**config.mk**
```make
export PLATFORM = sky130hd
export DESIGN_NAME = tgmrb_regs
export DESIGN_NICKNAME = d
export VERILOG_FILES = /design/src/tgmrb_pkg.sv /design/src/tgmrb_counter.sv /design/src/tgmrb_regs.sv
export VERILOG_INCLUDE_DIRS = /design/src
export SDC_FILE = /design/constraint.sdc
export NUM_CORES = 1
export LEC_CHECK = 0
export ABC_AREA = 1
export ABC_CLOCK_PERIOD_IN_PS = 9400
export BUFFER_PORTS_ARGS = -buffer_cell sky130_fd_sc_hd__buf_2
export CAP_MARGIN = 15
export CORE_UTILIZATION = 50
export DETAILED_ROUTE_END_ITERATION = 7
export GPL_ROUTABILITY_DRIVEN = 0
export PLACE_DENSITY = 0.74
export SLEW_MARGIN = 10
export SYNTH_ARGS = -nofsm -noshare
export SYNTH_HDL_FRONTEND = slang
export SYNTH_SLANG_ARGS = --single-unit
```
**constraint.sdc**
```tcl
create_clock -name mclk -period 9.4 [get_ports mclk]
set_input_delay 0.47 -clock mclk [delete_from_list [all_inputs] [get_ports mclk]]
set_output_delay 0.47 -clock mclk [all_outputs]
set_load 0.01 [all_outputs]
```
**src/tgmrb_map.svh**
```systemverilog
// register offsets, field positions and reset values of the general register bank
// assumes byte addressing with one aligned 32-bit word per register
`ifndef TGMRB_MAP_SVH
`define TGMRB_MAP_SVH

`define TGMRB_ADDR_W 16
`define TGMRB_DATA_W 32
`define TGMRB_CNT_W 32
`define TGMRB_CNT_NUM 4

`define TGMRB_OFF_CONTROL 16'h0000
`define TGMRB_OFF_STATUS 16'h0004
`define TGMRB_OFF_VERSION 16'h000c
`define TGMRB_OFF_CNT_CTRL 16'h0040
`define TGMRB_OFF_RX_FRM 16'h0060
`define TGMRB_OFF_RX_ERR 16'h0064
`define TGMRB_OFF_TX_FRM 16'h0070
`define TGMRB_OFF_TX_ERR 16'h0074
`define TGMRB_OFF_MODE_COMMIT 16'h0080
`define TGMRB_OFF_MODE 16'h0084
`define TGMRB_OFF_ADDR_COMMIT 16'h0100
`define TGMRB_OFF_ADDR_LO 16'h0104
`define TGMRB_OFF_ADDR_HI 16'h0108

`define TGMRB_BIT_ENABLE 0
`define TGMRB_BIT_STROBE 0
`define TGMRB_CAP_HI 31
`define TGMRB_CAP_LO 24
`define TGMRB_QCNT_HI 19
`define TGMRB_QCNT_LO 16
`define TGMRB_BIT_LINK 10
`define TGMRB_BIT_SPLIT 4
`define TGMRB_BIT_ACCEPT_ALL 16
`define TGMRB_BIT_EARLY_FWD 20
`define TGMRB_VER_MAJ_HI 31
`define TGMRB_VER_MAJ_LO 24
`define TGMRB_VER_MIN_HI 23
`define TGMRB_VER_MIN_LO 16
`define TGMRB_VER_BLD_HI 15
`define TGMRB_VER_BLD_LO 0
`define TGMRB_ADDR_HI_W 16

`define TGMRB_IDX_RX_FRM 0
`define TGMRB_IDX_RX_ERR 1
`define TGMRB_IDX_TX_FRM 2
`define TGMRB_IDX_TX_ERR 3

`define TGMRB_RST_WORD 32'h0000_0000
`define TGMRB_RST_ADDR 48'h0000_0000_0000

`endif

```
**src/tgmrb_pkg.sv**
```systemverilog
// types shared by the general register bank and its counters
// assumes nothing beyond a SystemVerilog compiler
`default_nettype none
package tgmrb_pkg;

  typedef struct packed {
    logic early_forward;
    logic accept_all;
  } tgmrb_mode_t;

  typedef struct packed {
    logic rx_done;
    logic rx_bad;
    logic tx_done;
    logic tx_bad;
  } tgmrb_frame_ev_t;

endpackage
`default_nettype wire

```
**src/tgmrb_counter.sv**
```systemverilog
// one wrapping statistic counter with synchronous clear
// assumes inc and clr are single-cycle pulses on mclk
`default_nettype none
`include "tgmrb_map.svh"
module tgmrb_counter #(
  parameter int WIDTH = `TGMRB_CNT_W
) (
  input wire logic mclk, // core clock
  input wire logic rst, // async reset, high
  input wire logic clr, // zero the count
  input wire logic inc, // count one frame
  output logic [WIDTH-1:0] count // current count
);
  import tgmrb_pkg::*;

  logic [WIDTH-1:0] cnt_q;
  logic [WIDTH-1:0] cnt_d;

  // a frame ending in the clear cycle still counts
  always_comb begin
    if (clr) begin
      cnt_d = WIDTH'(inc);
    end else begin
      cnt_d = cnt_q + WIDTH'(inc);
    end
  end

  always_ff @(posedge mclk or posedge rst) begin
    if (rst) begin
      cnt_q <= '0;
    end else begin
      cnt_q <= cnt_d;
    end
  end

  assign count = cnt_q;
endmodule
`default_nettype wire

```
**src/tgmrb_regs.sv**
```systemverilog
// general configuration and status register bank of a time-sensitive networking node
// assumes a simple synchronous register port: one-cycle rd/wr strobes, byte addresses
// Behaviour
// - global enable in control bit zero
// - status shows eight build capability flags
// - single-window scheduler capability flag at bit 30
// - status bits 19:16 give queue count
// - status bit 4 shows frame splitting active
// - version word major, minor, build fields
// - counters exist only with statistics option
// - counter clear bit zeroes all, self-clears
// - counter of all received frames
// - counter of erroneous received frames
// - counter of all transmitted frames
// - counter of erroneous transmitted frames
// - mode commit applies mode, self-clears
// - accept-all bit forwards everything unfiltered
// - early-forward bit selects cut-through
// - address commit loads address, self-clears
// - station address six bytes, byte zero lowest
`default_nettype none
`include "tgmrb_map.svh"
module tgmrb_regs #(
  parameter logic [7:0] CAP_FLAGS = 8'hff, // build options, bit 7 early forward .. bit 0 queueing
  parameter logic [3:0] QUEUE_COUNT = 4'h3, // priority queues built
  parameter bit STATS_EN = 1'b1, // statistics_build_option
  parameter logic [7:0] VER_MAJOR = 8'h01, // arbitrary value
  parameter logic [7:0] VER_MINOR = 8'h00, // arbitrary value
  parameter logic [15:0] VER_BUILD = 16'h0000 // arbitrary value
) (
  input wire logic mclk, // core clock
  input wire logic rst, // async reset, high
  input wire logic reg_wr, // write strobe
  input wire logic reg_rd, // read strobe
  input wire logic [`TGMRB_ADDR_W-1:0] reg_addr, // byte address
  input wire logic [`TGMRB_DATA_W-1:0] reg_wdata, // write data
  output logic [`TGMRB_DATA_W-1:0] reg_rdata, // read data
  output logic reg_rvalid, // read data valid pulse
  input wire logic link_up, // port link state
  input wire logic split_forced, // splitting forced by configuration
  input wire logic split_verified, // splitting negotiated by verification
  input wire tgmrb_pkg::tgmrb_frame_ev_t frame_ev, // frame end pulses
  output logic core_enable, // global enable
  output tgmrb_pkg::tgmrb_mode_t active_mode, // applied forwarding mode
  output logic mode_applied, // pulse when a mode is applied
  output logic [47:0] station_addr, // applied station address
  output logic station_addr_valid, // station address loaded
  output logic addr_applied // pulse when an address is applied
);
  import tgmrb_pkg::*;

  logic wr_control;
  logic wr_cnt_ctrl;
  logic wr_mode_commit;
  logic wr_mode;
  logic wr_addr_commit;
  logic wr_addr_lo;
  logic wr_addr_hi;

  assign wr_control = reg_wr && (reg_addr == `TGMRB_OFF_CONTROL);
  assign wr_cnt_ctrl = reg_wr && (reg_addr == `TGMRB_OFF_CNT_CTRL);
  assign wr_mode_commit = reg_wr && (reg_addr == `TGMRB_OFF_MODE_COMMIT);
  assign wr_mode = reg_wr && (reg_addr == `TGMRB_OFF_MODE);
  assign wr_addr_commit = reg_wr && (reg_addr == `TGMRB_OFF_ADDR_COMMIT);
  assign wr_addr_lo = reg_wr && (reg_addr == `TGMRB_OFF_ADDR_LO);
  assign wr_addr_hi = reg_wr && (reg_addr == `TGMRB_OFF_ADDR_HI);

  // control and mode group
  logic enable_q, enable_d;
  tgmrb_mode_t mode_shadow_q, mode_shadow_d;
  tgmrb_mode_t mode_active_q, mode_active_d;
  logic mode_commit_q, mode_commit_d;
  logic mode_applied_q, mode_applied_d;

  // the core is expected to be disabled while software changes these
  always_comb begin
    enable_d = enable_q;
    mode_shadow_d = mode_shadow_q;
    mode_active_d = mode_active_q;
    mode_applied_d = 1'b0;
    if (wr_control) begin
      enable_d = reg_wdata[`TGMRB_BIT_ENABLE];
    end
    if (wr_mode) begin
      mode_shadow_d.accept_all = reg_wdata[`TGMRB_BIT_ACCEPT_ALL];
      mode_shadow_d.early_forward = reg_wdata[`TGMRB_BIT_EARLY_FWD];
    end
    if (mode_commit_q) begin
      mode_active_d = mode_shadow_q;
      mode_applied_d = 1'b1;
    end
    // a new commit write in the clearing cycle wins over the self-clear
    mode_commit_d = wr_mode_commit ? reg_wdata[`TGMRB_BIT_STROBE] : 1'b0;
  end

  always_ff @(posedge mclk or posedge rst) begin
    if (rst) begin
      enable_q <= 1'b0;
      mode_shadow_q <= '0;
      mode_active_q <= '0;
      mode_commit_q <= 1'b0;
      mode_applied_q <= 1'b0;
    end else begin
      enable_q <= enable_d;
      mode_shadow_q <= mode_shadow_d;
      mode_active_q <= mode_active_d;
      mode_commit_q <= mode_commit_d;
      mode_applied_q <= mode_applied_d;
    end
  end

  // station address group
  logic [`TGMRB_DATA_W-1:0] addr_lo_q, addr_lo_d;
  logic [`TGMRB_ADDR_HI_W-1:0] addr_hi_q, addr_hi_d;
  logic [47:0] addr_active_q, addr_active_d;
  logic addr_commit_q, addr_commit_d;
  logic addr_valid_q, addr_valid_d;
  logic addr_applied_q, addr_applied_d;

  always_comb begin
    addr_lo_d = addr_lo_q;
    addr_hi_d = addr_hi_q;
    addr_active_d = addr_active_q;
    addr_valid_d = addr_valid_q;
    addr_applied_d = 1'b0;
    if (wr_addr_lo) begin
      addr_lo_d = reg_wdata;
    end
    if (wr_addr_hi) begin
      addr_hi_d = reg_wdata[`TGMRB_ADDR_HI_W-1:0];
    end
    if (addr_commit_q) begin
      // byte 0 sits in the low bits and leaves first on the wire
      addr_active_d = {addr_hi_q, addr_lo_q};
      addr_valid_d = 1'b1;
      addr_applied_d = 1'b1;
    end
    addr_commit_d = wr_addr_commit ? reg_wdata[`TGMRB_BIT_STROBE] : 1'b0;
  end

  always_ff @(posedge mclk or posedge rst) begin
    if (rst) begin
      addr_lo_q <= `TGMRB_RST_WORD;
      addr_hi_q <= '0;
      addr_active_q <= `TGMRB_RST_ADDR;
      addr_commit_q <= 1'b0;
      addr_valid_q <= 1'b0;
      addr_applied_q <= 1'b0;
    end else begin
      addr_lo_q <= addr_lo_d;
      addr_hi_q <= addr_hi_d;
      addr_active_q <= addr_active_d;
      addr_commit_q <= addr_commit_d;
      addr_valid_q <= addr_valid_d;
      addr_applied_q <= addr_applied_d;
    end
  end

  // statistics group
  logic cnt_clr_q, cnt_clr_d;
  logic [`TGMRB_CNT_NUM-1:0] cnt_inc;
  logic [`TGMRB_CNT_W-1:0] cnt [`TGMRB_CNT_NUM];

  always_comb begin
    cnt_clr_d = (STATS_EN && wr_cnt_ctrl) ? reg_wdata[`TGMRB_BIT_STROBE] : 1'b0;
  end

  always_ff @(posedge mclk or posedge rst) begin
    if (rst) begin
      cnt_clr_q <= 1'b0;
    end else begin
      cnt_clr_q <= cnt_clr_d;
    end
  end

  assign cnt_inc[`TGMRB_IDX_RX_FRM] = frame_ev.rx_done;
  assign cnt_inc[`TGMRB_IDX_RX_ERR] = frame_ev.rx_done && frame_ev.rx_bad;
  assign cnt_inc[`TGMRB_IDX_TX_FRM] = frame_ev.tx_done;
  assign cnt_inc[`TGMRB_IDX_TX_ERR] = frame_ev.tx_done && frame_ev.tx_bad;

  for (genvar i = 0; i < `TGMRB_CNT_NUM; i++) begin : g_cnt
    if (STATS_EN) begin : g_on
      tgmrb_counter #(.WIDTH(`TGMRB_CNT_W)) u_cnt (
        .mclk(mclk),
        .rst(rst),
        .clr(cnt_clr_q),
        .inc(cnt_inc[i]),
        .count(cnt[i])
      );
    end else begin : g_off
      assign cnt[i] = '0;
    end
  end

  // read path
  logic [`TGMRB_DATA_W-1:0] status_word;
  logic [`TGMRB_DATA_W-1:0] rd_word;
  logic [`TGMRB_DATA_W-1:0] rdata_q, rdata_d;
  logic rvalid_q, rvalid_d;

  always_comb begin
    status_word = '0;
    status_word[`TGMRB_CAP_HI:`TGMRB_CAP_LO] = CAP_FLAGS;
    status_word[`TGMRB_QCNT_HI:`TGMRB_QCNT_LO] = QUEUE_COUNT;
    status_word[`TGMRB_BIT_LINK] = link_up;
    status_word[`TGMRB_BIT_SPLIT] = split_forced || split_verified;
  end

  // unmapped addresses and reserved bits read zero
  always_comb begin
    rd_word = '0;
    if (reg_addr == `TGMRB_OFF_CONTROL) begin
      rd_word[`TGMRB_BIT_ENABLE] = enable_q;
    end else if (reg_addr == `TGMRB_OFF_STATUS) begin
      rd_word = status_word;
    end else if (reg_addr == `TGMRB_OFF_VERSION) begin
      rd_word = {VER_MAJOR, VER_MINOR, VER_BUILD};
    end else if (reg_addr == `TGMRB_OFF_CNT_CTRL) begin
      rd_word[`TGMRB_BIT_STROBE] = cnt_clr_q;
    end else if (reg_addr == `TGMRB_OFF_RX_FRM) begin
      rd_word = cnt[`TGMRB_IDX_RX_FRM];
    end else if (reg_addr == `TGMRB_OFF_RX_ERR) begin
      rd_word = cnt[`TGMRB_IDX_RX_ERR];
    end else if (reg_addr == `TGMRB_OFF_TX_FRM) begin
      rd_word = cnt[`TGMRB_IDX_TX_FRM];
    end else if (reg_addr == `TGMRB_OFF_TX_ERR) begin
      rd_word = cnt[`TGMRB_IDX_TX_ERR];
    end else if (reg_addr == `TGMRB_OFF_MODE_COMMIT) begin
      rd_word[`TGMRB_BIT_STROBE] = mode_commit_q;
    end else if (reg_addr == `TGMRB_OFF_MODE) begin
      rd_word[`TGMRB_BIT_ACCEPT_ALL] = mode_shadow_q.accept_all;
      rd_word[`TGMRB_BIT_EARLY_FWD] = mode_shadow_q.early_forward;
    end else if (reg_addr == `TGMRB_OFF_ADDR_COMMIT) begin
      rd_word[`TGMRB_BIT_STROBE] = addr_commit_q;
    end else if (reg_addr == `TGMRB_OFF_ADDR_LO) begin
      rd_word = addr_lo_q;
    end else if (reg_addr == `TGMRB_OFF_ADDR_HI) begin
      rd_word[`TGMRB_ADDR_HI_W-1:0] = addr_hi_q;
    end
  end

  always_comb begin
    rdata_d = reg_rd ? rd_word : rdata_q;
    rvalid_d = reg_rd;
  end

  always_ff @(posedge mclk or posedge rst) begin
    if (rst) begin
      rdata_q <= `TGMRB_RST_WORD;
      rvalid_q <= 1'b0;
    end else begin
      rdata_q <= rdata_d;
      rvalid_q <= rvalid_d;
    end
  end

  assign reg_rdata = rdata_q;
  assign reg_rvalid = rvalid_q;
  assign core_enable = enable_q;
  assign active_mode = mode_active_q;
  assign mode_applied = mode_applied_q;
  assign station_addr = addr_active_q;
  assign station_addr_valid = addr_valid_q;
  assign addr_applied = addr_applied_q;
endmodule
`default_nettype wire

```
==> results by group <==
Clocking
  – Clock tree buffer depth: 3
  – H-tree depth: 1
  – Clock sink count: between 200 and 300
  – Clock Latency Late Sink: about 0.56 ns
  – Clock buffer count from CTS: 28
  – CTS tree: built
  – Post-CTS Setup Inserts: 0
  – Post-CTS Resized: 0
  – Root Buffer: clkbuf_16
  – Clk slew on worst S/H paths: 0.06 ns
  – CTS Hold Bufs: 0

Placement
  – Port bufs: approximately 150
  – DP Wirelength: 28.5 mm

Final layout
  – FILL cells: 2409
  – P&R area growth vs syn: 14.6%
  – N_diodes: 0
  – Layout Utilization: 0.586
  – Commonest non-fill, non-tap cell in the layout: nand2_1
  – Multi-input logic area: around 6200 um2
  – Share of layout cells above drive strength 1: 0.184
  – Register Area: approximately 6700 um2
  – Nets: between 1500 and 2000
  – Most frequent cells in the layout: 335 x nand2_1, 266 x dfrtp_1, 162 x inv_1

Timing
  – Slew Viols, Final: 0
  – Clk_skew: ~0.019 ns
  – Relative slew slack: 0.303
  – Worst-margin pin slew: 1.04 ns
  – RSZ-0062 raised after global routing: false
  – Hold Vio Cnt, Final: 0
  – FMAX: around 0.38 GHz
  – TNS Setup: 0 ns
  – Period minus WS final: ~2.6 ns
  – Setup violations, final: 0
  – Final Cycle Share: 0.280

Worst setup path
  – R2R depth: 13
  – CP endpoint kind: flip-flop
  – Critical Path Max Stage Delay: ~0.82 ns
  – Slowest-stage cell, CP: inv_1
  – Crit-path cells: buf_2 > nor2_2 > nand2_2 > nor2_8 > nand3_2 > inv_1 > a21oi_1 > o21ai_1 > a21oi_1 > a21o_1
  – Crit path depth: 10
  – Required @ worst endpoint: 9.83 ns
  – Crit path launch type: input pin
  – Kind of cell adding the most delay to the critical path: simple AND/OR/NAND/NOR gates
  – Buf/Inv on CP: 2
  – Data arrival, critical path: just over 3 ns
  – Crit-path most repeated cell: a21oi_1
  – Worst Setup Path Type: input pin to flip-flop
  – Max FO, Critical Path: around 40

Detailed routing
  – Antenna-violating nets left: 0
  – Avg WL per Cell: 18.5 um
  – Iter 0 DRT Violations: between 1000 and 1500
  – Wirelength, routed: approximately 40 mm
  – First-pass DRT Iterations: 6
  – DRC errors left: 0
  – Via Count: 12400
  – Vias/cell: 5.79

Synth
  – Synth top area share: 0.486
  – Post-synth EDFFs: 0
  – Post-Synthesis Cell Area: around 14000 um2
  – Main synth FF type: dfrtp_1
  – Top post-synthesis cells by area: dfrtp_1 49%, nand2_1 9.1%, o21ai_0 5.4%, mux2_2 4.9%, inv_1 4.4%
  – #FFs+latches synth: 268
  – Dominant cell type by area after synthesis: dfrtp_1
  – Yosys cell types: 44
  – Syn_area_per_cell: roughly 8.3 um2
  – Synth Instances: about 1700
  – Mapped Nets: between 1500 and 2000
  – Post-synth ARST share: 1.00
  – Seq/Total Area, Yosys: 0.486
  – Yosys warns: 0

Power and ir drop
  – PwrDens: roughly 170 nW/um2
  – Peak supply drop: between 0.0001 and 0.00015 V
  – Post-route total power: 2.76 mW
  – LEAKAGE: 7.97 nW

Global routing
  – Largest net degree at the start of global routing: around 120
  – Grt total ovfl: 0
  – Total GRT Usage: 0.283
  – First-pass GRT wire length: approximately 63 mm
  – Vias in the first global route: 11800
  – Antenna violations before repair: 0

Die
  – Die X: 168 um
  – Starting density of the core: 0.511
  – Num rows: 60
  – Core Region: 27000 um2
  – Die Span Y: roughly 170 um
  – IO Count: approximately 150
  – Die ar.: 28300 um2

Status
  – Status: finished clean

Run
  – Max-cap violations: 0

Worst hold path
  – Hold Crit Class: input pin to async pin
[stage by stage]
stage,hold slack (ns),setup WS (ns),area [um2],std cells
3_5_place_dp,0.456,6.28,14800,2089
5_1_grt,0.0968,6.57,15800,2141
6_report,0.0672,6.77,15800,2141
3_3_place_gp,0.450,6.41,14800,2089
2_1_floorplan,0.352,1.55,13800,1654
4_1_cts,0.0901,6.88,15800,2141
[final cells by class]
class,count,area share
Sequential cell,268,0.424
Clock buffer,40,0.0503
Inverter,176,0.0422
Clock inverter,12,0.0173
Timing Repair Buffer,152,0.0492
Tap cell,341,0.0270
Multi-Input combinational cell,1152,0.390
[state kept, by name (all words and copies together) (netlist names), 2 cells and up]
register and count:
active_mode 2, addr_hi_q 16, addr_lo_q 32, g_cnt.g_on.u_cnt.count 128
mode_shadow_q 2, reg_rdata 32, station_addr 48
[synth_stat cells, types with 5 or more instances]
library cell and number:
nor2_2 19, nor3_4 6, nand2_2 11, inv_2 10, xor2_1 31, nor3_1 61, o21a_1 9, dfrtp_1 268
nand2_1 335, a21oi_1 96, o211ai_1 5, nand4_1 45, ha_1 8, nor2_1 148, nand3_1 55, mux2_2 60
o21ai_1 25, nor4_1 28, o21ai_0 150, inv_1 163, buf_2 12, clkbuf_1 36, a31oi_1 7, nand3_2 9
a21o_1 7, nor3_2 7, o221ai_1 6, nor2_4 5
[kinds of logic (layout without fill, tap and decap cells)]
group,count (synthesis),count (layout),share of synthesized area
flip-flops,268,268,0.486
buffers and inverters,234,380,0.0669
AO/OA/AOI/OAI,311,311,0.120
adder cells (fa/ha/maj),8,8,0.00725
AND/OR/NAND/NOR,741,741,0.251
XOR/XNOR,32,32,0.0203
multiplexers,60,60,0.0489
[per-layer routing]
metal / up-vias / track usage / routed length, um
li1: 5791 / - / -
met1: 5899 / 0.384 / 16800
met2: 596 / 0.457 / 18000
met3: 106 / 0.0435 / 2940
met4: 0 / 0.116 / 1760
met5: - / 0 / 0
[power breakdown]
group          internal (mW)  switching (mW)  leakage (nW)
combinational         0.0629           0.150          3.85
clock                  0.808           0.471         0.517
sequential              1.21          0.0525          3.60
[worst paths after layout]
| check | startpoint | slack, ns | to |
|---|---|---|---|
| worst min-delay path | rst | 0.07 | mode_commit_q |
| worst max-delay path | reg_addr[15] | 6.77 | reg_rdata[25] |
| max in group asynchronous | rst | 7.76 | reg_rdata[24] |
| worst min register to register | station_addr_valid | 0.48 | station_addr_valid |
| min in group mclk | reg_rd | 0.11 | reg_rvalid |
| worst max register to register | g_cnt[0].g_on.u_cnt.count[0] | 6.86 | g_cnt[0].g_on.u_cnt.count[26] |
Note: power is estimated with default switching activity, not from simulation.
